$ cat src/inc/ssc_regs.svh
// Constant macros for the clock-stop serial port
`ifndef SSC_REGS_SVH
`define SSC_REGS_SVH

// Clock stop field codes; bit 1 set means SPI mode, bit 0 the delayed format
`define SSC_STOP_BIT       1
`define SSC_PHASE_BIT      0
`define SSC_STOP_NODLY     2'b10
`define SSC_STOP_DLY       2'b11

// Reset values
`define SSC_DIV_RST        8'h01
`define SSC_DOUT_RST       1'b0
`define SSC_SS_IDLE        1'b1

// Extra cycles the data driver stays off when turn-on delay is enabled
`define SSC_TURNON_CYC     4

// Default widths and FIFO depth
`define SSC_DATA_W         8
`define SSC_FIFO_DEPTH     4
`define SSC_FRAME_PERIOD_FIELD_W         12
`define SSC_FRAME_WIDTH_FIELD_W         8

`endif

$ cat src/inc/ssc_pkg.sv
// Types shared by the clock-stop serial port modules
package ssc_pkg;

  // Master sequence, Gray coded along idle-lead-shift-trail
  typedef enum logic [1:0] {
    SSC_IDLE  = 2'b00,
    SSC_LEAD  = 2'b01,
    SSC_SHIFT = 2'b11,
    SSC_TRAIL = 2'b10
  } ssc_state_e;

  typedef logic [7:0] ssc_div_t;

endpackage : ssc_pkg

$ cat src/inc/ssc_stream_if.sv
// Valid/ready word stream between the port's own modules
`timescale 1ns/1ns
interface ssc_stream_if #(
  parameter int W = 8
);
  logic         valid;
  logic         ready;
  logic [W-1:0] data;

  modport src (output valid, output data, input ready);
  modport snk (input valid, input data, output ready);
endinterface : ssc_stream_if

$ cat src/verilog/ssc_core.sv
// Clock-stop serial port: SPI master/slave with data turn-on delay
`timescale 1ns/1ns
`include "ssc_regs.svh"
module ssc_core #(
  parameter int DATA_W     = `SSC_DATA_W,
  parameter int FIFO_DEPTH = `SSC_FIFO_DEPTH,
  parameter int FRAME_PERIOD_FIELD_W     = `SSC_FRAME_PERIOD_FIELD_W,
  parameter int FRAME_WIDTH_FIELD_W     = `SSC_FRAME_WIDTH_FIELD_W,
  parameter int TURNON_CYC = `SSC_TURNON_CYC
) (
  input  wire logic              mclk,
  input  wire logic              reset_n,
  input  wire logic [1:0]        clock_stop_field,
  input  wire logic              tx_clock_polarity,
  input  wire logic              tx_clock_direction,
  input  wire logic              tx_sync_direction,
  input  wire logic              output_turnon_delay_en,
  input  wire logic              rate_gen_clock_source,
  input  wire ssc_pkg::ssc_div_t rate_gen_divider,
  input  wire logic [FRAME_PERIOD_FIELD_W-1:0] frame_period_field,
  input  wire logic [FRAME_WIDTH_FIELD_W-1:0] frame_width_field,
  input  wire logic              tx_data_valid,
  output logic                   tx_data_ready,
  input  wire logic [DATA_W-1:0] tx_data,
  output logic                   rx_data_valid,
  output logic [DATA_W-1:0]      rx_data,
  input  wire logic              external_clock_in,
  input  wire logic              tx_serial_clock_i,
  output logic                   tx_serial_clock_o,
  output logic                   tx_serial_clock_oe,
  input  wire logic              tx_frame_sync_i,
  output logic                   tx_frame_sync_o,
  output logic                   tx_frame_sync_oe,
  output logic                   serial_data_out_o,
  output logic                   serial_data_out_oe,
  input  wire logic              serial_data_in
);
  import ssc_pkg::*;

  localparam int CW = $clog2(DATA_W);
  localparam int TW = $clog2(TURNON_CYC + 1);

  ssc_stream_if #(.W(DATA_W)) wr_s ();
  ssc_stream_if #(.W(DATA_W)) rd_s ();

  ssc_state_e        state_q;
  logic              half_tick;
  logic              clkg_q;
  logic              edge_par_q;
  logic [CW-1:0]     trail_cnt_q;
  logic [CW-1:0]     rx_cnt_q;
  logic [DATA_W-1:0] shreg_q;
  logic [DATA_W-2:0] rxsh_q;
  logic              dout_q;
  logic              ss_n_q;
  logic              sck_prev_q;
  logic              ss_prev_q;
  logic [TW-1:0]     don_cnt_q;
  logic [FRAME_PERIOD_FIELD_W-1:0] fcnt_q;
  logic              fs_q;
  logic              spi;
  logic              cph;
  logic              pol;
  logic              master;
  logic              m_start;
  logic              s_start;
  logic              start;
  logic              lead_ev;
  logic              trail_ev;
  logic              drive_ev;
  logic              sample_ev;
  logic              drive_win;
  logic              slv_sel;
  logic [DATA_W-1:0] load_word;

  assign spi    = clock_stop_field[`SSC_STOP_BIT];
  assign cph    = clock_stop_field[`SSC_PHASE_BIT];
  assign pol    = tx_clock_polarity;
  assign master = tx_clock_direction;

  // Transmit words wait here; full FIFO stalls the writer
  assign wr_s.valid    = tx_data_valid;
  assign wr_s.data     = tx_data;
  assign tx_data_ready = wr_s.ready;

  ssc_fifo #(
    .W     (DATA_W),
    .DEPTH (FIFO_DEPTH)
  ) u_fifo (
    .mclk    (mclk),
    .reset_n (reset_n),
    .in_s    (wr_s),
    .out_s   (rd_s)
  );

  ssc_rate_gen u_rate (
    .mclk      (mclk),
    .reset_n   (reset_n),
    .src_cpu   (rate_gen_clock_source),
    .divider   (rate_gen_divider),
    .ext_clk   (external_clock_in),
    .half_tick (half_tick)
  );

  assign slv_sel = ~master & ~tx_frame_sync_i;

  assign m_start = spi & master & half_tick & (state_q == SSC_IDLE)
                   & rd_s.valid;
  assign s_start = spi & slv_sel & ss_prev_q;
  assign start   = m_start | s_start;
  // A slave with nothing queued answers with zeros rather than stalling
  assign rd_s.ready = start;
  assign load_word  = rd_s.valid ? rd_s.data : '0;

  always_comb
  begin
    if (master)
    begin
      lead_ev  = half_tick & (state_q == SSC_SHIFT) & ~edge_par_q;
      trail_ev = half_tick & (state_q == SSC_SHIFT) & edge_par_q;
    end
    else
    begin
      lead_ev  = spi & slv_sel & (sck_prev_q == pol)
                 & (tx_serial_clock_i != pol);
      trail_ev = spi & slv_sel & (sck_prev_q != pol)
                 & (tx_serial_clock_i == pol);
    end
  end

  assign drive_ev  = cph ? trail_ev : lead_ev;
  assign sample_ev = cph ? lead_ev : trail_ev;

  always_ff @(posedge mclk or negedge reset_n)
  begin
    if (!reset_n)
      clkg_q <= 1'b0;
    else if (half_tick)
      clkg_q <= ~clkg_q;
  end

  always_ff @(posedge mclk or negedge reset_n)
  begin
    if (!reset_n)
    begin
      sck_prev_q <= 1'b0;
      ss_prev_q  <= `SSC_SS_IDLE;
    end
    else
    begin
      sck_prev_q <= tx_serial_clock_i;
      ss_prev_q  <= tx_frame_sync_i;
    end
  end

  // Master sequence: lead half-bit, 2*DATA_W edges, trail half-bit
  always_ff @(posedge mclk or negedge reset_n)
  begin
    if (!reset_n)
    begin
      state_q     <= SSC_IDLE;
      edge_par_q  <= 1'b0;
      trail_cnt_q <= '0;
      ss_n_q      <= `SSC_SS_IDLE;
    end
    else
    begin
      unique case (state_q)
        SSC_IDLE:
        begin
          if (m_start)
          begin
            state_q <= SSC_LEAD;
            ss_n_q  <= 1'b0;
          end
        end
        SSC_LEAD:
        begin
          if (half_tick)
          begin
            state_q     <= SSC_SHIFT;
            edge_par_q  <= 1'b0;
            trail_cnt_q <= '0;
          end
        end
        SSC_SHIFT:
        begin
          if (half_tick)
          begin
            edge_par_q <= ~edge_par_q;
            if (edge_par_q)
            begin
              trail_cnt_q <= trail_cnt_q + CW'(1);
              if (trail_cnt_q == CW'(DATA_W - 1))
                state_q <= SSC_TRAIL;
            end
          end
        end
        SSC_TRAIL:
        begin
          if (half_tick)
          begin
            state_q <= SSC_IDLE;
            ss_n_q  <= `SSC_SS_IDLE;
          end
        end
      endcase
      // Leaving SPI mode or master role abandons a transfer in flight
      if (!spi || !master)
      begin
        state_q    <= SSC_IDLE;
        ss_n_q     <= `SSC_SS_IDLE;
        edge_par_q <= 1'b0;
      end
    end
  end

  // Transmit shifter, MSB first
  always_ff @(posedge mclk or negedge reset_n)
  begin
    if (!reset_n)
    begin
      shreg_q <= '0;
      dout_q  <= `SSC_DOUT_RST;
    end
    else if (start)
    begin
      if (cph)
      begin
        dout_q  <= load_word[DATA_W-1];
        shreg_q <= {load_word[DATA_W-2:0], 1'b0};
      end
      else
        shreg_q <= load_word;
    end
    else if (drive_ev)
    begin
      dout_q  <= shreg_q[DATA_W-1];
      shreg_q <= {shreg_q[DATA_W-2:0], 1'b0};
    end
  end

  always_ff @(posedge mclk or negedge reset_n)
  begin
    if (!reset_n)
    begin
      rx_cnt_q      <= '0;
      rxsh_q        <= '0;
      rx_data       <= '0;
      rx_data_valid <= 1'b0;
    end
    else
    begin
      rx_data_valid <= 1'b0;
      if (start)
        rx_cnt_q <= '0;
      else if (sample_ev)
      begin
        rxsh_q <= {rxsh_q[DATA_W-3:0], serial_data_in};
        if (rx_cnt_q == CW'(DATA_W - 1))
        begin
          rx_data       <= {rxsh_q, serial_data_in};
          rx_data_valid <= 1'b1;
          rx_cnt_q      <= '0;
        end
        else
          rx_cnt_q <= rx_cnt_q + CW'(1);
      end
    end
  end

  always_ff @(posedge mclk or negedge reset_n)
  begin
    if (!reset_n)
    begin
      fcnt_q <= '0;
      fs_q   <= 1'b0;
    end
    else if (spi)
    begin
      fcnt_q <= '0;
      fs_q   <= 1'b0;
    end
    else if (half_tick && !clkg_q)
    begin
      fcnt_q <= (fcnt_q == frame_period_field) ? '0 : fcnt_q + FRAME_PERIOD_FIELD_W'(1);
      fs_q   <= (fcnt_q <= FRAME_PERIOD_FIELD_W'(frame_width_field));
    end
  end

  // Data driver window: master from select low, slave while selected
  assign drive_win = spi & (master ? (state_q != SSC_IDLE) : slv_sel);

  always_ff @(posedge mclk or negedge reset_n)
  begin
    if (!reset_n)
      don_cnt_q <= '0;
    else if (!drive_win)
      don_cnt_q <= '0;
    else if (don_cnt_q != TW'(TURNON_CYC))
      don_cnt_q <= don_cnt_q + TW'(1);
  end

  assign serial_data_out_oe = drive_win
                              & (~output_turnon_delay_en
                                 | (don_cnt_q == TW'(TURNON_CYC)));
  assign serial_data_out_o  = dout_q;

  assign tx_serial_clock_o  = spi ? (pol ^ edge_par_q) : (pol ^ clkg_q);
  assign tx_serial_clock_oe = master;
  assign tx_frame_sync_o    = spi ? ss_n_q : fs_q;
  assign tx_frame_sync_oe   = tx_sync_direction;

endmodule : ssc_core

$ cat src/verilog/ssc_fifo.sv
// Small synchronous FIFO with valid/ready on both sides
`timescale 1ns/1ns
module ssc_fifo #(
  parameter int W     = 8,
  parameter int DEPTH = 4
) (
  input  wire logic mclk,
  input  wire logic reset_n,
  ssc_stream_if.snk in_s,
  ssc_stream_if.src out_s
);
  localparam int AW = $clog2(DEPTH);

  logic [W-1:0]  mem_q [DEPTH];
  logic [AW-1:0] wr_q;
  logic [AW-1:0] rd_q;
  logic [AW:0]   cnt_q;
  logic          push;
  logic          pop;

  function automatic logic [AW-1:0] ptr_inc(input logic [AW-1:0] p);
    ptr_inc = (p == AW'(DEPTH - 1)) ? '0 : p + AW'(1);
  endfunction : ptr_inc

  assign in_s.ready  = (cnt_q != (AW + 1)'(DEPTH));
  assign out_s.valid = (cnt_q != '0);
  assign out_s.data  = mem_q[rd_q];
  assign push        = in_s.valid & in_s.ready;
  assign pop         = out_s.valid & out_s.ready;

  always_ff @(posedge mclk)
  begin
    if (push)
    begin
      mem_q[wr_q] <= in_s.data;
    end
  end

  always_ff @(posedge mclk or negedge reset_n)
  begin
    if (!reset_n)
    begin
      wr_q  <= '0;
      rd_q  <= '0;
      cnt_q <= '0;
    end
    else
    begin
      if (push)
        wr_q <= ptr_inc(wr_q);
      if (pop)
        rd_q <= ptr_inc(rd_q);
      if (push && !pop)
        cnt_q <= cnt_q + (AW + 1)'(1);
      else if (pop && !push)
        cnt_q <= cnt_q - (AW + 1)'(1);
    end
  end
endmodule : ssc_fifo

$ cat src/verilog/ssc_rate_gen.sv
// Sample rate generator: half-bit ticks from CPU or external clock
`timescale 1ns/1ns
module ssc_rate_gen (
  input  wire logic            mclk,
  input  wire logic            reset_n,
  input  wire logic            src_cpu,
  input  wire ssc_pkg::ssc_div_t divider,
  input  wire logic            ext_clk,
  output logic                 half_tick
);
  import ssc_pkg::*;

  ssc_div_t cnt_q;
  logic     ext_prev_q;
  logic     step;

  // External clock counts on its rising edges, CPU clock on every cycle
  assign step      = src_cpu | (ext_clk & ~ext_prev_q);
  assign half_tick = step & (cnt_q == divider);

  always_ff @(posedge mclk or negedge reset_n)
  begin
    if (!reset_n)
    begin
      cnt_q      <= '0;
      ext_prev_q <= 1'b0;
    end
    else
    begin
      ext_prev_q <= ext_clk;
      if (half_tick)
        cnt_q <= '0;
      else if (step)
        cnt_q <= cnt_q + 8'h01;
    end
  end
endmodule : ssc_rate_gen
$ cat config.mk
export PLATFORM = sky130hd
export DESIGN_NAME = ssc_core
export DESIGN_NICKNAME = d
export VERILOG_FILES = /design/src/inc/ssc_pkg.sv /design/src/inc/ssc_stream_if.sv /design/src/verilog/ssc_core.sv /design/src/verilog/ssc_fifo.sv /design/src/verilog/ssc_rate_gen.sv
export VERILOG_INCLUDE_DIRS = /design/src /design/src/inc
export SDC_FILE = /design/constraint.sdc
export NUM_CORES = 1
export LEC_CHECK = 0
export BUFFER_PORTS_ARGS = -buffer_cell sky130_fd_sc_hd__buf_2
export CAP_MARGIN = 5
export CORE_UTILIZATION = 34
export DETAILED_ROUTE_END_ITERATION = 10
export PLACE_DENSITY = 0.63
export SLEW_MARGIN = 30
export SYNTH_ARGS = -nofsm -noshare
export SYNTH_HDL_FRONTEND = slang
export SYNTH_SLANG_ARGS = --single-unit
$ cat constraint.sdc
create_clock -name mclk -period 5.96 [get_ports mclk]
set_input_delay 0.596 -clock mclk [delete_from_list [all_inputs] [get_ports mclk]]
set_output_delay 0.596 -clock mclk [all_outputs]
set_load 0.005 [all_outputs]
==> results.ini, run 1 <==
[worst_setup_path]
slowest_delay_ns = 0.60
crit_type = flip-flop to flip-flop
path_buf_inv = 1
endpoint_kind = flip-flop
cp_cell_sequence = or3_1 -> nand4b_1 -> nor4_2 -> a21o_1 -> nand2_1 -> ha_1 -> inv_1 -> fa_1 -> xor2_1 -> nor2_1 -> xor2_1
path_common_cell = xor2_1
regToRegSetupSlack_ns = 3.10
crit_path_start_kind = flip-flop
path_delay_family = simple AND/OR/NAND/NOR gates
critical_path_required_ns = 6.22
crit_arrival_ns = 3.12
cp_max_fo = 13
slowest_stage = or3_1

[yosys]
netlist_area_um2 = 5230
syn_nets = 516
synth_ff_type = dfrtp_1
synth_cell_types = 51
yosys_warnings = 0
yosysSeqAreaShare = 0.519
synth-seq-cells = 102
avgSynthCellArea_um2 = 11.8
synth_edf_count = 32
async_flop_share = 0.686
netlist_instances = 443

[route]
dr.pass1.iters = 4
drtIter0Drc = 237
wl_um = 10100
vias = 3504
ant_nets = 0
via_per_inst = 5.06
wl_per_cell_um = 14.5
route.detailed.drc = 0

[sta]
holdWs_ns = 0.344
setup_slack_ns = 3.10
fin_crit_sh = 0.480
fmax_mhz = 350
finalSetupTns_ns = 0
slew_viol_final = 0
final.min_clock_period_ns = 2.86
finalSetupViolCount = 0
skew_ns = 0.00654
slew_headroom = 0.532
worst_pin_slew_ns = 0.700
finalHoldViolCount = 0
rsz0062_at_grt = no

[clock_tree]
insertion_delay_ns = 0.35
cts_buffer_depth = 2
cts_resized = 0
cts-root-buf = clkbuf_16
htree_num_levels = 3
cts.clk_slew.worst_paths_ns = 0.07
cts_tree = yes
hold_buffers = 0
numCtsBuffers = 9
clock_sinks = 102
post_cts_buffers = 0

[placed_design]
place_area_um2 = 5720
dp.final_hpwl_um = 7200
place_congestion = 0.782
place_ws_ns = 2.88
port_buffers = 63

[floorplan]
dieArea_um2 = 15900
initial_core_util = 0.355
io_pins = 66
row_count = 44
core_um2 = 14800
die_h_um = 126
die_x_um = 126

[worst_hold_path]
hp-class = input port to asynchronous set/reset pin

[layout]
mostFrequentLayoutCells = dfrtp_1 (68), buf_2 (63), nand2_1 (37)
area_delta_synth_final_pct = 14.9
postLayoutCellArea_um2 = 6010
drive_gt1_frac = 0.238
layout_commonest_cell = dfrtp_1
final_nets = 577
antennaDiodeCount = 0

[global_route]
grt_pass1_vias = 3647
antenna_found_initial = 0
grt_usage = 0.139
grt_pass1_wl_um = 17500
grt-ovfl-total = 0
grt_max_degree = 71

[power]
p_leak_nw = 2.66
ir_worst_vdd_mv = 0.193
power_density_nw_per_um2 = 331

[flow_run]
cap_violations = 0

[outcome]
outcome = finished clean

-- state kept, by name (all words and copies together) (netlist names) --
signal             count
trail_cnt_q            3
ss_n_q                 1
fs_q                   1
u_fifo.cnt_q           3
edge_par_q             1
u_fifo.rd_q            2
shreg_q                8
u_rate.ext_prev_q      1
rxsh_q                 7
rx_cnt_q               3
u_fifo.mem_q          32
fcnt_q                12
ss_prev_q              1
serial_data_out_o      1
rx_data_valid          1
don_cnt_q              3
sck_prev_q             1
clkg_q                 1
u_rate.cnt_q           8
rx_data                8
u_fifo.wr_q            2
state_q                2
-- final timing paths --
kind,from,to,cells after the start
setup / recovery,u_fifo.cnt_q[0]$_DFFE_PN0P_,u_fifo.cnt_q[2]$_DFFE_PN0P_,11
hold / removal,reset_n,serial_data_out_o$_DFFE_PN0P_,2
setup reg to reg,u_fifo.cnt_q[0]$_DFFE_PN0P_,u_fifo.cnt_q[2]$_DFFE_PN0P_,11
hold reg to reg,ss_n_q$_DFFE_PN1P_,ss_n_q$_DFFE_PN1P_,2
max in group asynchronous,reset_n,u_rate.cnt_q[7]$_DFFE_PN0P_,2
min in group mclk,tx_frame_sync_i,ss_prev_q$_DFF_PN1_,1
-- power by group --
group	total, mW	internal, mW	leakage, nW	switching [mW]
logic	0.440	0.231	1.33	0.209
registers	0.974	0.856	1.19	0.118
clock network	0.574	0.294	0.140	0.280
-- worst reg2reg max path: cells and delay by family (launching register included) --
| family | cells | cell delay, ns |
|---|---|---|
| AOI/OAI and AO/OA | 1 | 0.22 |
| DFF | 1 | 0.43 |
| and+or+nand+nor | 5 | 1.12 |
| xor gates and xnor gates | 2 | 0.37 |
| buffers and inverters | 1 | 0.06 |
| adders and majority gates | 2 | 0.58 |
-- stage by stage --
stage | std cells | utilization | power, mW
6_report | 693 | 0.408 | 1.99
2_1_floorplan | 443 | - | 1.30
3_5_place_dp | 677 | 0.388 | 1.43
3_3_place_gp | 677 | 0.387 | 1.42
5_1_grt | 693 | 0.408 | 2.11
4_1_cts | 693 | 0.407 | 2.01
-- final cells by class --
type                    instances  area [um2]
repair buffers                 65         334
fillers                      1400        8740
well taps                     184         230
inverters                      18        67.6
multi-input cells             308        2380
clock buffers                   9         225
clock inverters                 7        65.1
flip-flops and latches        102        2720
-- metal layers --
metal,track usage,part of all wire
met5,0,0
met4,0.0489,0.016
met3,0.0340,0.036
met2,0.238,0.49
met1,0.169,0.46
-- cell families (layout without fill, tap and decap cells) --
kind of cell    Yosys count  after routing  synth area share
simple gates            137            137             0.137
flops                   102            102             0.519
compound gates           64             64            0.0751
mux                      49             49             0.124
xor+xnor                 35             35            0.0600
buf+inv                  33             99            0.0282
fa+ha+maj                23             23            0.0564
-- cells in the mapped netlist, types with 4 or more instances --
cell type | count | area, um2
nand2_1 | 37 | 139
nor2_1 | 32 | 120
nand2b_1 | 5 | 31.3
nand4_1 | 8 | 50.1
a21o_1 | 4 | 30.0
edfxtp_1 | 32 | 961
mux4_2 | 8 | 180
inv_1 | 18 | 67.6
mux2i_1 | 14 | 140
nand3_1 | 13 | 65.1
xnor2_1 | 25 | 219
mux2_2 | 12 | 135
a22o_1 | 4 | 35.0
mux2_4 | 7 | 105
nor2b_1 | 4 | 25.0
buf_2 | 4 | 20.0
and3_1 | 11 | 68.8
mux2_1 | 8 | 90.1
o21ai_0 | 12 | 60.1
nor3_1 | 5 | 25.0
ha_1 | 22 | 275
a21oi_1 | 28 | 140
dfrtp_1 | 68 | 1700
xor2_1 | 9 | 78.8
clkbuf_1 | 7 | 26.3
Power figures use the tool's default switching activity.
==> inputs of run 2 (changes only) <==
--- a/config.mk
+++ b/config.mk
@@ -10,7 +10,7 @@
 export CAP_MARGIN = 5
 export CORE_UTILIZATION = 34
 export DETAILED_ROUTE_END_ITERATION = 10
-export PLACE_DENSITY = 0.63
+export PLACE_DENSITY = 0.64
 export SLEW_MARGIN = 30
 export SYNTH_ARGS = -nofsm -noshare
 export SYNTH_HDL_FRONTEND = slang
==> constraint.sdc (replaced) <==
create_clock -name mclk -period 2.5 [get_ports mclk]
set_input_delay 0.25 -clock mclk [delete_from_list [all_inputs] [get_ports mclk]]
set_output_delay 0.25 -clock mclk [all_outputs]
set_load 0.005 [all_outputs]
==> run 2 against run 1 <==
Compared with the run above:
- sequential share of layout area is 1.6 points lower
- die area stayed put
- largest power group unchanged
- setup slack worse by 3.0 ns
- global-route usage is 0.22 points higher
- combinational power grew to 2.8 times the previous value
- fmax is 20% higher
- sequential power is 130% higher
- critical endpoint unchanged
- first-iteration DRC count is 21% lower
- critical path type unchanged
- design area is 3.7% higher
- flip-flop and latch count stayed put
==> results.ini, run 2 (synthesis gave the netlist of run 1 again) <==
[outcome]
outcome = finished clean

[worst_hold_path]
hp-class = input port to flip-flop
whs_path_depth = 1

[placed_design]
port_buffers = 63  ; unchanged
dp.final_hpwl_um = 7720  ; +7.3%
place_congestion = 0.814  ; +4.0%
dp.cells = 698  ; +3.1%
place_ws_ns = 0.0272  ; -2.85 ns

[sta]
worst_pin_slew_ns = 0.583  ; -0.117 ns
finalHoldViolCount = 0  ; unchanged
skew_ns = 0.00795  ; +0.00141 ns
holdWs_ns = 0.0328  ; -0.312 ns
slew_headroom = 0.611  ; +0.0796
finalSetupViolCount = 0  ; unchanged
setup_slack_ns = 0.108  ; -2.99 ns
fin_crit_sh = 0.957  ; +0.477
slew_viol_final = 0  ; unchanged
final.min_clock_period_ns = 2.39  ; -0.467 ns
fmax_mhz = 418  ; +20%

[worst_setup_path]
endpoint_kind = flip-flop
critical_path_required_ns = 2.76  ; -3.46 ns
cp_max_fo = 2  ; -11
path_common_cell = xor2_1
crit_path_start_kind = flip-flop
crit_type = flip-flop to flip-flop
crit_arrival_ns = 2.65  ; -0.47 ns
reg2reg_depth = 11  ; unchanged
cp_cell_sequence = or3_4 -> nand4b_1 -> nor4_4 -> a21o_1 -> nand2_2 -> ha_4 -> inv_1 -> fa_2 -> xor2_1 -> nor2_1 -> xor2_1
slowest_delay_ns = 0.39  ; -0.21 ns
slowest_stage = dfrtp_1
regToRegSetupSlack_ns = 0.11  ; -2.99 ns

[power]
p_leak_nw = 2.79  ; +4.9%
p_total_mw = 4.88  ; +150%
power_density_nw_per_um2 = 783  ; +140%
ir_worst_vdd_mv = 0.589  ; +210%

[global_route]
antenna_found_initial = 0  ; unchanged
grt_pass1_wl_um = 17600  ; +0.51%
grt_usage = 0.141  ; +0.00221
grt_max_degree = 71  ; unchanged
grt_pass1_vias = 3737  ; +2.5%
grt-ovfl-total = 0  ; unchanged

[layout]
antennaDiodeCount = 0  ; unchanged
mostFrequentLayoutCells = dfrtp_1 (68), buf_2 (63), nand2_1 (36)
layout_commonest_cell = dfrtp_1
final_core_util = 0.423  ; +0.0150
reg_top3 = u_fifo.mem_q: 32 flops, fcnt_q: 12 flops
regArea_um2 = 2720  ; unchanged
fillCellCount = 1425  ; +1.8%
final_cell_count_no_fill = 718  ; +3.6%
drive_gt1_frac = 0.277  ; +0.0394
top_register = u_fifo.mem_q
largest_register_ffs = 32  ; unchanged
area_delta_synth_final_pct = 19.2
final_nets = 602  ; +4.3%
multiInputGateArea_um2 = 2400  ; +1.1%

[clock_tree]
clock_sinks = 102  ; unchanged
cts-root-buf = clkbuf_16
numCtsBuffers = 9  ; unchanged
cts_buffer_depth = 2  ; unchanged
insertion_delay_ns = 0.35  ; about the same
cts.clk_slew.worst_paths_ns = 0.07  ; about the same
htree_num_levels = 3  ; unchanged
cts_tree = yes

[route]
wl_per_cell_um = 14.8  ; +1.7%
drtIter0Drc = 188  ; -21%
ant_nets = 0  ; unchanged
via_per_inst = 5.04  ; -0.37%
wl_um = 10600  ; +5.4%
vias = 3617  ; +3.2%
route.detailed.drc = 0  ; unchanged
dr.pass1.iters = 4  ; unchanged

[floorplan]
row_count = 44  ; unchanged
dieArea_um2 = 15900  ; unchanged
die_x_um = 126  ; unchanged
initial_core_util = 0.355  ; unchanged
core_um2 = 14800  ; unchanged
io_pins = 66  ; unchanged
die_h_um = 126  ; unchanged

[flow_run]
cap_violations = 0  ; unchanged

==> run 2: area by class of cell <==
class | count | share of cell area
Multi-Input combinational cell | 308 | 0.385
Clock buffer | 9 | 0.0361
Sequential cell | 102 | 0.435
Tap cell | 184 | 0.0369
Inverter | 18 | 0.0108
Clock inverter | 7 | 0.0100
Timing Repair Buffer | 90 | 0.0855
==> run 2: worst max-delay path: cells and delay by family, from the launching register on <==
| kind | cells | cell delay [ns] |
|---|---|---|
| and+or+nand+nor | 5 | 0.84 |
| adders and majority gates | 2 | 0.47 |
| xor gates and xnor gates | 2 | 0.36 |
| AOI/OAI and AO/OA | 1 | 0.18 |
| buffers and inverters | 1 | 0.05 |
| DFF | 1 | 0.39 |
==> run 2: report_power, final <==
group / switching [mW] / internal [mW]
sequential: 0.240 / 2.04
combinational: 0.575 / 0.663
clock: 0.667 / 0.699
total: 1.48 / 3.40
==> run 2: worst paths after layout <==
kind,start,end
hold / removal,tx_serial_clock_i,sck_prev_q$_DFF_PN0_
hold reg to reg,ss_n_q$_DFFE_PN1P_,ss_n_q$_DFFE_PN1P_
max in group asynchronous,reset_n,ss_n_q$_DFFE_PN1P_
min in group asynchronous,reset_n,u_fifo.wr_q[1]$_DFFE_PN0P_
setup reg to reg,u_fifo.cnt_q[0]$_DFFE_PN0P_,u_fifo.cnt_q[2]$_DFFE_PN0P_
setup / recovery,u_fifo.cnt_q[0]$_DFFE_PN0P_,u_fifo.cnt_q[2]$_DFFE_PN0P_
==> run 2: timing repair <==
action                                  CTS  global route
hold buffers                              1             0
buffers inserted                          0             3
endpoints found under the setup margin    1             2
resized for setup                         0             6
pin swaps                                 1             1
endpoints found under the hold margin    68             0
==> run 2: through the flow <==
stage	cell area, um2	TNS, ns
after CTS	6180	0
after detailed placement	5880	0
after global placement	5880	0
final	6230	0
after floorplan	5230	0
after global routing	6230	-0.0138
==> run 2: routing by layer <==
layer / part of all wire / GRT usage / wire (um) / vias up
met1: 0.44 / 0.168 / 4650 / 1754
met5: 0 / 0 / 0 / -
met4: 0.018 / 0.0602 / 191 / 0
li1: - / - / - / 1768
met3: 0.042 / 0.0331 / 447 / 13
met2: 0.50 / 0.242 / 5330 / 82
